<file path="config.mk">
export PLATFORM = sky130hd
export DESIGN_NAME = rcsw_core
export DESIGN_NICKNAME = d
export VERILOG_FILES = /design/src/verilog/rcsw_pkg.sv /design/src/verilog/rcsw_slow_tick.sv /design/src/verilog/rcsw_core.sv
export SDC_FILE = /design/constraint.sdc
export NUM_CORES = 1
export LEC_CHECK = 0
export BUFFER_PORTS_ARGS = -buffer_cell sky130_fd_sc_hd__clkbuf_2
export CAP_MARGIN = 10
export CELL_PAD_IN_SITES_DETAIL_PLACEMENT = 1
export CELL_PAD_IN_SITES_GLOBAL_PLACEMENT = 1
export CORE_ASPECT_RATIO = 0.7
export CORE_MARGIN = 3
export CORE_UTILIZATION = 47
export DETAILED_ROUTE_END_ITERATION = 7
export HOLD_SLACK_MARGIN = 0.08
export PLACE_DENSITY_LB_ADDON = 0.1
export SLEW_MARGIN = 20
export SYNTH_ARGS = -nofsm -noshare
export SYNTH_HDL_FRONTEND = slang
export SYNTH_SLANG_ARGS = --single-unit
</file>
<file path="constraint.sdc">
create_clock -name I_MCLK -period 10.46 [get_ports I_MCLK]
set_input_delay 1.569 -clock I_MCLK [delete_from_list [all_inputs] [get_ports I_MCLK]]
set_output_delay 1.569 -clock I_MCLK [all_outputs]
set_load 0.01 [all_outputs]
</file>
<file path="src/verilog/rcsw_pkg.sv">
// Package for the radio core sleep and wake-up controller.
// Assumes a single 40 MHz system clock and a slow timer clock sampled as a pin.
package rcsw_pkg;
	// ====================================================================
	// Field widths and reset values
	localparam int           RCSW_DUR_W       = 32;
	localparam int           RCSW_TW_W        = 10;
	localparam logic [31:0]  RCSW_DUR_RST     = 32'h0000_0000;
	localparam logic [9:0]   RCSW_TW_RST      = 10'h000;
	localparam int           RCSW_SYNC_STAGES = 2;

	// ====================================================================
	// Wake interrupt timing, grouped as software programs it.
	typedef struct packed {
		logic [9:0] lead;
		logic [9:0] release_cnt;
		logic [9:0] ext_width;
	} rcsw_timing_t;

	// Handshake flags coming from software and the power unit.
	typedef struct packed {
		logic sleep_go;
		logic wake_req;
		logic ext_wake_mask;
		logic clk_enabled;
		logic radio_powered;
	} rcsw_ctrl_t;

	typedef enum logic [2:0] {
		RCSW_ACTIVE,
		RCSW_SWITCH,
		RCSW_SLEEP,
		RCSW_EXT_WAKE,
		RCSW_WAIT_PWR
	} rcsw_state_t;
endpackage : rcsw_pkg

</file>
<file path="src/verilog/rcsw_slow_tick.sv">
// Synchroniser and edge detector for the slow timer clock.
// Assumes the slow clock is far slower than the system clock.
`timescale 1ns/10ps
module rcsw_slow_tick
	import rcsw_pkg::*;
(
	// Clock and reset
	input  wire logic I_MCLK,
	input  wire logic I_RST_B,
	// Slow clock pin and tick
	input  wire logic i_slow_clk,
	output logic      o_tick
);
	logic [RCSW_SYNC_STAGES-1:0] sync_r;
	logic [RCSW_SYNC_STAGES-1:0] sync_nxt;
	logic                        last_r;
	logic                        tick_r;
	logic                        last_nxt;
	logic                        tick_nxt;

	// ====================================================================
	// Only the second stage feeds the edge detector.
	always_comb begin
		sync_nxt = {sync_r[0], i_slow_clk};
		last_nxt = sync_r[1];
		tick_nxt = sync_r[1] & ~last_r;
	end

	always_ff @(posedge I_MCLK) begin
		if (!I_RST_B) begin
			sync_r <= '0;
			last_r <= 1'b0;
			tick_r <= 1'b0;
		end else begin
			sync_r <= sync_nxt;
			last_r <= last_nxt;
			tick_r <= tick_nxt;
		end
	end

	assign o_tick = tick_r;
endmodule : rcsw_slow_tick

</file>
<file path="src/verilog/rcsw_core.sv">
// Sleep entry and exit controller for the radio baseband core.
// Assumes software drives the control levels synchronously to I_MCLK.
// Functional notes
// - A software wake, or expiry with duration above lead and lead not equal to release, raises the wake interrupt first, then the sleep-exit interrupt.
// - Wake interrupt rises lead slow cycles before the sleep timer expires.
// - Wake interrupt falls release slow cycles before the sleep period ends.
// - On software wake the interrupt stays high for the external-wake width minus release slow cycles.
// - Writing the wake request in the sleep state raises the wake interrupt at once.
// - In sleep the time base runs from the slow clock.
// - Power-off permit rises once the slow clock switch completes.
// - Sleep ends only on timer expiry or software wake request.
// - After expiry the timer waits for power; elapsed count grows.
// - Exit interrupt only from the wait-for-power state, with clocks enabled and radio powered.
// - While wake request is high, sleep entry is refused.
// - The mask bit stops the software wake request from waking the device; sleep entry is still refused.
`timescale 1ns/10ps
module rcsw_core
	import rcsw_pkg::*;
#(
	parameter int DUR_W = RCSW_DUR_W
)(
	// Clock and reset
	input  wire logic                I_MCLK,
	input  wire logic                I_RST_B,
	// Slow timer clock pin
	input  wire logic                I_SLOW_TIMER_CLOCK,
	// Software configuration
	input  wire rcsw_timing_t        I_WAKE_IRQ_TIMING,
	input  wire logic [DUR_W-1:0]    I_SLEEP_DURATION,
	input  wire rcsw_ctrl_t          I_CTRL,
	// Status and interrupts
	output logic                     O_LP_WAKE_IRQ,
	output logic                     O_SLEEP_EXIT_IRQ,
	output logic                     O_RADIO_OFF_PERMIT,
	output logic                     O_IN_SLEEP,
	output logic [DUR_W-1:0]         O_SLEEP_ELAPSED_STATUS
);
	rcsw_state_t      state_r, state_nxt;
	logic [DUR_W-1:0] cnt_r, cnt_nxt;
	logic [DUR_W-1:0] dur_r, dur_nxt;
	logic [9:0]       ext_r, ext_nxt;
	logic             irq_r, irq_nxt;
	logic             exit_r, exit_nxt;
	logic             permit_r, permit_nxt;
	logic [DUR_W-1:0] elapsed_r, elapsed_nxt;
	logic             in_sleep_r, in_sleep_nxt;
	logic             tick;
	logic             wake_evt;
	logic             powered;
	logic [DUR_W-1:0] remain;

	// A tick right after reset is harmless: the active state ignores ticks.
	rcsw_slow_tick u_tick (
		.I_MCLK     (I_MCLK),
		.I_RST_B    (I_RST_B),
		.i_slow_clk (I_SLOW_TIMER_CLOCK),
		.o_tick     (tick)
	);

	// ====================================================================
	// Sleep sequencing.
	always_comb begin
		wake_evt    = I_CTRL.wake_req & ~I_CTRL.ext_wake_mask;
		powered     = I_CTRL.clk_enabled & I_CTRL.radio_powered;
		remain      = (cnt_r < dur_r) ? dur_r - cnt_r : '0;
		state_nxt   = state_r;
		cnt_nxt     = cnt_r;
		dur_nxt     = dur_r;
		ext_nxt     = ext_r;
		irq_nxt     = irq_r;
		exit_nxt    = 1'b0;
		permit_nxt  = permit_r;
		elapsed_nxt = elapsed_r;
		unique case (state_r)
			RCSW_ACTIVE: begin
				irq_nxt    = 1'b0;
				permit_nxt = 1'b0;
				if (I_CTRL.sleep_go && !I_CTRL.wake_req) begin
					dur_nxt   = I_SLEEP_DURATION;
					cnt_nxt   = '0;
					state_nxt = RCSW_SWITCH;
				end
			end
			RCSW_SWITCH: begin
				// Time base moves to the slow clock on its first edge.
				if (tick) begin
					permit_nxt = 1'b1;
					state_nxt  = RCSW_SLEEP;
				end
			end
			RCSW_SLEEP: begin
				if (wake_evt) begin
					irq_nxt   = 1'b1;
					ext_nxt   = I_WAKE_IRQ_TIMING.ext_width;
					state_nxt = RCSW_EXT_WAKE;
				end else if (tick) begin
					cnt_nxt = cnt_r + 1'b1;
					// Lead and release are measured against the remaining count.
					if (remain - 1'b1 == DUR_W'(I_WAKE_IRQ_TIMING.lead))
						irq_nxt = 1'b1;
					if (remain - 1'b1 == DUR_W'(I_WAKE_IRQ_TIMING.release_cnt))
						irq_nxt = 1'b0;
					if (remain <= 1)
						state_nxt = RCSW_WAIT_PWR;
				end
			end
			RCSW_EXT_WAKE: begin
				if (tick) begin
					cnt_nxt = cnt_r + 1'b1;
					// High for width minus release ticks; a width at or below release drops on the first tick.
					if ({1'b0, ext_r} > {1'b0, I_WAKE_IRQ_TIMING.release_cnt} + 11'h001)
						ext_nxt = ext_r - 1'b1;
					else begin
						irq_nxt   = 1'b0;
						state_nxt = RCSW_WAIT_PWR;
					end
				end
			end
			RCSW_WAIT_PWR: begin
				irq_nxt = 1'b0;
				if (tick && !powered)
					cnt_nxt = cnt_r + 1'b1;
				if (powered) begin
					exit_nxt    = 1'b1;
					permit_nxt  = 1'b0;
					elapsed_nxt = cnt_r;
					state_nxt   = RCSW_ACTIVE;
				end
			end
		endcase
		// Registered so that the status output comes straight from a flip-flop.
		in_sleep_nxt = (state_nxt != RCSW_ACTIVE);
	end

	always_ff @(posedge I_MCLK) begin
		if (!I_RST_B) begin
			state_r   <= RCSW_ACTIVE;
			cnt_r     <= RCSW_DUR_RST;
			dur_r     <= RCSW_DUR_RST;
			ext_r     <= RCSW_TW_RST;
			irq_r     <= 1'b0;
			exit_r    <= 1'b0;
			permit_r  <= 1'b0;
			elapsed_r <= RCSW_DUR_RST;
			in_sleep_r <= 1'b0;
		end else begin
			state_r   <= state_nxt;
			cnt_r     <= cnt_nxt;
			dur_r     <= dur_nxt;
			ext_r     <= ext_nxt;
			irq_r     <= irq_nxt;
			exit_r    <= exit_nxt;
			permit_r  <= permit_nxt;
			elapsed_r <= elapsed_nxt;
			in_sleep_r <= in_sleep_nxt;
		end
	end

	assign O_LP_WAKE_IRQ          = irq_r;
	assign O_SLEEP_EXIT_IRQ       = exit_r;
	assign O_RADIO_OFF_PERMIT     = permit_r;
	assign O_IN_SLEEP             = in_sleep_r;
	assign O_SLEEP_ELAPSED_STATUS = elapsed_r;

	// ====================================================================
	// Checks.
	// Remembers whether a wake interrupt was seen during the current sleep.
	logic seen_wake_r;
	always_ff @(posedge I_MCLK) begin
		if (!I_RST_B || state_r == RCSW_ACTIVE)
			seen_wake_r <= 1'b0;
		else if (irq_r)
			seen_wake_r <= 1'b1;
	end

	exit_after_wake_a: assert property (@(posedge I_MCLK) disable iff (!I_RST_B)
		exit_nxt |-> seen_wake_r) else $error("Exit interrupt without prior wake interrupt.");
	exit_needs_pwr_a: assert property (@(posedge I_MCLK) disable iff (!I_RST_B)
		exit_nxt |-> powered && state_r == RCSW_WAIT_PWR) else $error("Exit without power.");
	wake_req_irq_a: assert property (@(posedge I_MCLK) disable iff (!I_RST_B)
		state_r == RCSW_SLEEP && wake_evt |=> O_LP_WAKE_IRQ) else $error("Wake request ignored.");
	no_entry_req_a: assert property (@(posedge I_MCLK) disable iff (!I_RST_B)
		state_r == RCSW_ACTIVE && I_CTRL.wake_req |=> state_r == RCSW_ACTIVE)
		else $error("Sleep entered with wake request high.");
	mask_ignores_a: assert property (@(posedge I_MCLK) disable iff (!I_RST_B)
		state_r == RCSW_SLEEP && I_CTRL.ext_wake_mask && !tick |=> state_r == RCSW_SLEEP)
		else $error("Masked wake request acted on.");
	permit_on_tick_a: assert property (@(posedge I_MCLK) disable iff (!I_RST_B)
		$rose(O_RADIO_OFF_PERMIT) |-> $past(state_r) == RCSW_SWITCH)
		else $error("Permit raised outside the clock switch.");
	elapsed_capture_a: assert property (@(posedge I_MCLK) disable iff (!I_RST_B)
		exit_nxt |=> O_SLEEP_ELAPSED_STATUS == $past(cnt_r))
		else $error("Elapsed count not captured.");
	wait_holds_a: assert property (@(posedge I_MCLK) disable iff (!I_RST_B)
		state_r == RCSW_WAIT_PWR && !powered |=> state_r == RCSW_WAIT_PWR)
		else $error("Left sleep while unpowered.");
	// The properties below watch the sleep state from the outside of the sequencer.
	irq_low_wait_a: assert property (@(posedge I_MCLK) disable iff (!I_RST_B)
		state_r == RCSW_WAIT_PWR && $past(state_r) == RCSW_WAIT_PWR |-> !O_LP_WAKE_IRQ)
		else $error("Wake interrupt still high while waiting for power.");
	permit_in_sleep_a: assert property (@(posedge I_MCLK) disable iff (!I_RST_B)
		state_r == RCSW_SLEEP |-> O_RADIO_OFF_PERMIT)
		else $error("Power-off permit low during sleep.");
	count_on_tick_a: assert property (@(posedge I_MCLK) disable iff (!I_RST_B)
		state_r == RCSW_SLEEP && !tick |=> $stable(cnt_r))
		else $error("Sleep count moved without a slow tick.");
	sleep_stays_a: assert property (@(posedge I_MCLK) disable iff (!I_RST_B)
		state_r == RCSW_SLEEP && !wake_evt && !tick |=> state_r == RCSW_SLEEP)
		else $error("Sleep left without expiry or wake request.");
	no_exit_unpwr_a: assert property (@(posedge I_MCLK) disable iff (!I_RST_B)
		state_r == RCSW_WAIT_PWR && !powered |=> !O_SLEEP_EXIT_IRQ)
		else $error("Exit interrupt while unpowered.");
endmodule : rcsw_core

</file>
Word-level counts from Yosys, hierarchy flattened. Index checks and enable logic that the tools add are counted.

Register bits after elaboration: 117. Output and inout port bits: 36.

$add $sub $neg: 5. Reductions and logical operators: 18. Mux-type cells: 30. Magnitude comparators: 3. Bitwise operators: 5. Equality and inequality tests: 17.

Operators with widths (number): $mux 32 (5); $pmux 32 s4 (1); $eq 32x10->1 (2); $add 32x1->32 const B (1); $le 32x1->1 const B (1); $lt 32x32->1 (1); $sub 32x1->32 const B (1); $sub 32x32->32 (1); $mux 10 (3); $mux 3 (8); $pmux 10 s2 (1); $pmux 3 s5 (1); $ne 2x2->1 const B (7); $add 10x1->11 const B (1); $gt 10x11->1 (1); $sub 10x1->10 const B (1); $mux 1 (9); $reduce_bool 3->1 (3); $reduce_and 4->1 (2); $eq 3x2->1 const B (2); $pmux 1 s3 (2); $reduce_and 2->1 (3); $reduce_and 5->1 (1); $ne 2x1->1 const B (2); 13 further kinds (18).

Depth between registers and ports, before layout.
Depth after elaboration: 9. Mapped depth: 25.

Modules after synthesis. Synthesis repeated with hierarchy kept, for this count alone.

Cell total of the unflattened synthesis: 1253. Area, all modules: 9148.8 um^2.

By module, submodules not included: rcsw_core (area an instance 9037.4 um^2, instances 1, cells an instance 1245); rcsw_slow_tick (area an instance 111.4 um^2, instances 1, cells an instance 8).

Worst setup path after synthesis. Ideal clock, no wire load.

Path kind: reg-to-reg. Start: register cnt_r[24]. End: register irq_r, in the netlist O_LP_WAKE_IRQ. Setup slack: 5267 ps. Data arrival time: 5131 ps. Stages on the path, launching flop included: 23. Required time: 10398 ps. Cell sequence: dfxtp_1 inv_1 ha_1 clkbuf_1 nand4_1 or4_1 or3_1 a21oi_1 clkbuf_1 buf_1 nand2_1 ha_1 clkbuf_1 inv_1 clkbuf_1 nor2_1 a221oi_1 o2111ai_1 nand4b_1 nor4_1 a32oi_1 or4_1 nand3_1.

Word-level cells in the longest chain between the ends: 8. Elaborated cells on any way between the ends: 12. Classes of those cells: add/sub (2); order compare (1); eq/ne (3); mux (5); reduce/logical (1).

RTL lines: start: declaration (RTL line rcsw_core.sv:39) `logic [DUR_W-1:0] cnt_r, cnt_nxt;`; start signal: assignment (RTL line rcsw_core.sv:148) `cnt_r <= cnt_nxt;`; $sub 32x32->32 / $lt 32x32->1 (equally long branches) (RTL line rcsw_core.sv:65) `remain = (cnt_r < dur_r) ? dur_r - cnt_r : '0;`; $mux 32 * (RTL line rcsw_core.sv:65); $sub 32x1->32 * (RTL line rcsw_core.sv:99, rcsw_core.sv:101); $eq 32x10->1 (RTL line rcsw_core.sv:101) `if (remain - 1'b1 == DUR_W'(I_WAKE_IRQ_TIMING.release_cnt))`; $mux 1 (RTL line rcsw_core.sv:101); $mux 1 (RTL line rcsw_core.sv:96) `end else if (tick) begin`; $mux 1 (RTL line rcsw_core.sv:92) `if (wake_evt) begin`; $pmux 1 s3 (RTL line rcsw_core.sv:74) `unique case (state_r)`; end signal: assignment (RTL line rcsw_core.sv:151) `irq_r <= irq_nxt;`; end: declaration (RTL line rcsw_core.sv:42) `logic irq_r, irq_nxt;`.

Mark *: on every way between the ends. The rest lies on a longest branch, timed or not. The select of a mux whose other input is x is not followed. A chain may end at the register's enable or synchronous reset.

Worst setup path in the final report.
Start: register cnt_r[16]. End: register irq_r, in the netlist O_LP_WAKE_IRQ.

The elaborated chain is that of the path after synthesis.

==> metrics.md <==
| Metric | Value |
|---|---|
| Buffers & Inverters on Critical Path | `4` |
| Syn-to-layout area delta | `13.3%` |
| Drt initial violations | `960` |
| Clock Skew | `0.0139 ns` |
| Most frequently used flop master after synthesis | `dfxtp_1` |
| PortBufs | `105` |
| Initial core utilization | `0.482` |
| Cell count after synthesis | `1256` |
| CTS H-Tree Depth | `4` |
| Highest clock rate | `175 MHz` |
| Largest stage delay on the critical path | `0.86 ns` |
| Row count | `42` |
| Clk pin slew, worst setup/hold paths | `0.07 ns` |
| Cell area power density | `164 mW/mm^2` |
| # IOs | `106` |
| Core area | `0.0190 mm^2` |
| TritonRoute pass-1 iters | `5` |
| Post-DR wirelength/cell | `20.6 um` |
| Dpl ws | `4.91 ns` |
| Hold crit path type | `reg2reg` |
| Core Util, Final | `0.547` |
| Largest net degree at the start of global routing | `71` |
| Die area | `0.0213 mm^2` |
| Slowest cell on the critical path | `nor4_2` |
| Synth Warn # | `0` |
| Clk buf depth | `2` |
| Final period utilization | `0.547` |
| Vias per std cell | `6.06` |
| Startpoint Class | `register` |
| Minimum clock period | `5.72 ns` |
| Crit path arrival time | `6.08 ns` |
| Routed wl met3 | `2830 um` |
| Total Routing Usage GR | `0.307` |
| CTS tree | `done` |
| Async set or reset register ratio after synthesis | `0` |
| Max Slew Vio Count | `0` |
| Final hold viol count | `0` |
| FF+latch area | `0.00234 mm^2` |
| Post-DP HPWL | `25500 um` |
| Layout cells sized above 1 | `0.135` |
| Unique masters post-synth | `89` |
| GR Overflow Total | `0` |
| Syn nets | `1374` |
| Highest Signal Layer | `met5` |
| Most common cell after layout, fill and taps aside | `nand2_1` |
| DR DRC count | `0` |
| Max-cap violations | `0` |
| CTS Buf Count | `17` |
| Setup TNS | `0 ns` |
| Vias in the first global route | `9386` |
| Nets | `1436` |
| Worst Slack Setup Final | `4.74 ns` |
| Worst setup path startpoint | `cnt_r[16]` |
| Final setup viols | `0` |
| Die Span Y | `123 um` |
| M1 WL | `16600 um` |
| Worst endpoint required time | `10.82 ns` |
| Crit. End Element | `register` |
| Hold Crit Start | `u_tick.last_r` |
| #FFs+latches synth | `117` |
| Outcome | `finished clean` |
| Least-Margin Pin Slew | `0.963 ns` |
| Worst setup path category | `reg2reg` |
| Final GP Congestion | `0.959` |
| Setup bufs post-CTS | `0` |
| Global-route wire length before repair | `52100 um` |
| Cell Area, Synth | `0.00917 mm^2` |
| EDFF count, synth | `0` |
| Crit Path Max Fanout | `26` |
| # diodes | `0` |
| Clk_lat worst skew | `0.42 ns` |
| CTS Sinks | `117` |
| Vias | `9661` |
| R2R Setup Slk | `4.74 ns` |
| Initial antenna violation count | `0` |
| RSZ-0062 raised after global routing | `no` |
| Sequential share of the synthesized area | `0.255` |
| Avg Cell Area, Syn | `7.30 um^2` |
| Multi-input logic area | `0.00634 mm^2` |
| # fillers | `2468` |
| Root Buffer | `clkbuf_16` |
| Peak supply drop | `0.107 mV` |
| Worst slew margin | `0.353` |
| Routed Antenna Nets | `0` |
| CP top delay family | `simple AND/OR/NAND/NOR gates` |
| Worst flop-to-flop path startpoint | `cnt_r[16]` |
| Post-CTS Resized | `0` |
| CP Cell Sequence | `inv_1 > ha_1 > nand4_1 > or4_1 > nor4_2 > a21oi_1 > buf_4 > nand2b_1 > ha_1 > buf_4 > inv_1 > a21oi_1 > nor3_1 > a2111oi_0 > o311ai_0 > nor4_1 > a32oi_1 > or4_1 > nand3_1` |
| Most frequent cells in the layout | `nand2_1 (221), dfxtp_1 (117), nor2_1 (106), clkbuf_2 (105), a21oi_1 (71)` |
| Wire length on met2 | `13100 um` |
| Die W | `173 um` |
| P_leak | `4.09 nW` |
| # hold bufs at CTS | `0` |
| Detailed Route WL | `32900 um` |
[synthesized netlist by cell type, drive strengths merged, types with 12 or more instances]
| library cell | count | share of area |
|---|---|---|
| nor2b | 12 | 0.0082 |
| dfxtp | 117 | 0.26 |
| xnor2 | 59 | 0.061 |
| a21boi | 71 | 0.059 |
| a211oi | 14 | 0.013 |
| inv | 54 | 0.022 |
| o21ai | 71 | 0.040 |
| a21o | 15 | 0.013 |
| ha | 47 | 0.064 |
| nand2 | 222 | 0.091 |
| clkbuf | 62 | 0.025 |
| nand4 | 24 | 0.016 |
| nor2 | 107 | 0.044 |
| nand3 | 41 | 0.022 |
| o211ai | 15 | 0.014 |
| and2 | 14 | 0.0095 |
| nor3 | 33 | 0.019 |
| a21oi | 72 | 0.040 |
| xor2 | 21 | 0.020 |
[cell families (layout without fill, tap and decap cells)]
kind of cell    after synthesis  in the layout  share of synthesized area
xor+xnor                     80             80                     0.0813
flops                       117            117                      0.255
simple gates                526            526                      0.270
buf+inv                     126            201                     0.0544
compound gates              350            350                      0.263
mux                           9              9                     0.0102
fa+ha+maj                    48             48                     0.0663
[layout make-up]
type / count / area share
Multi-Input combinational cell: 1013 / 0.610
Sequential cell: 117 / 0.225
Timing Repair Buffer: 115 / 0.0578
Clock buffer: 18 / 0.0422
Tap cell: 264 / 0.0318
Inverter: 54 / 0.0195
Clock inverter: 14 / 0.0134
[sequential cells by signal, summed over array words and instances, names as in the netlist, 2 cells and up]
name                    cells
cnt_r                      32
ext_r                      10
state_r                     3
dur_r                      32
O_SLEEP_ELAPSED_STATUS     32
u_tick.sync_r               2
[worst paths after layout]
| kind | endpoint | depth (start not counted) |
|---|---|---|
| worst min-delay path | u_tick.o_tick | 1 |
| worst max-delay path | O_LP_WAKE_IRQ | 19 |
| worst min register to register | u_tick.o_tick | 1 |
| worst max register to register | O_LP_WAKE_IRQ | 19 |
[per-stage QoR]
stage	hold WS [ns]	area (um^2)	instances	power [mW]
5_1_grt	0.445	10400	1595	1.78
4_1_cts	0.434	10400	1595	1.69
3_3_place_gp	0.372	9820	1563	1.09
2_1_floorplan	0.367	9170	1256	0.924
6_report	0.443	10400	1595	1.70
3_5_place_dp	0.384	9820	1563	1.10
[power breakdown]
| part | switching, mW | leakage (nW) | internal, mW |
|---|---|---|---|
| registers | 0.00835 | 0.947 | 0.454 |
| logic | 0.419 | 2.87 | 0.234 |
| clock network | 0.249 | 0.277 | 0.339 |
[per-layer routing]
| layer | GRT usage | up-vias |
|---|---|---|
| li1 | - | 4590 |
| met5 | 0.0139 | - |
| met3 | 0.0645 | 29 |
| met2 | 0.432 | 339 |
| met4 | 0.0592 | 2 |
| met1 | 0.476 | 4701 |
Power figures use the tool's default switching activity.
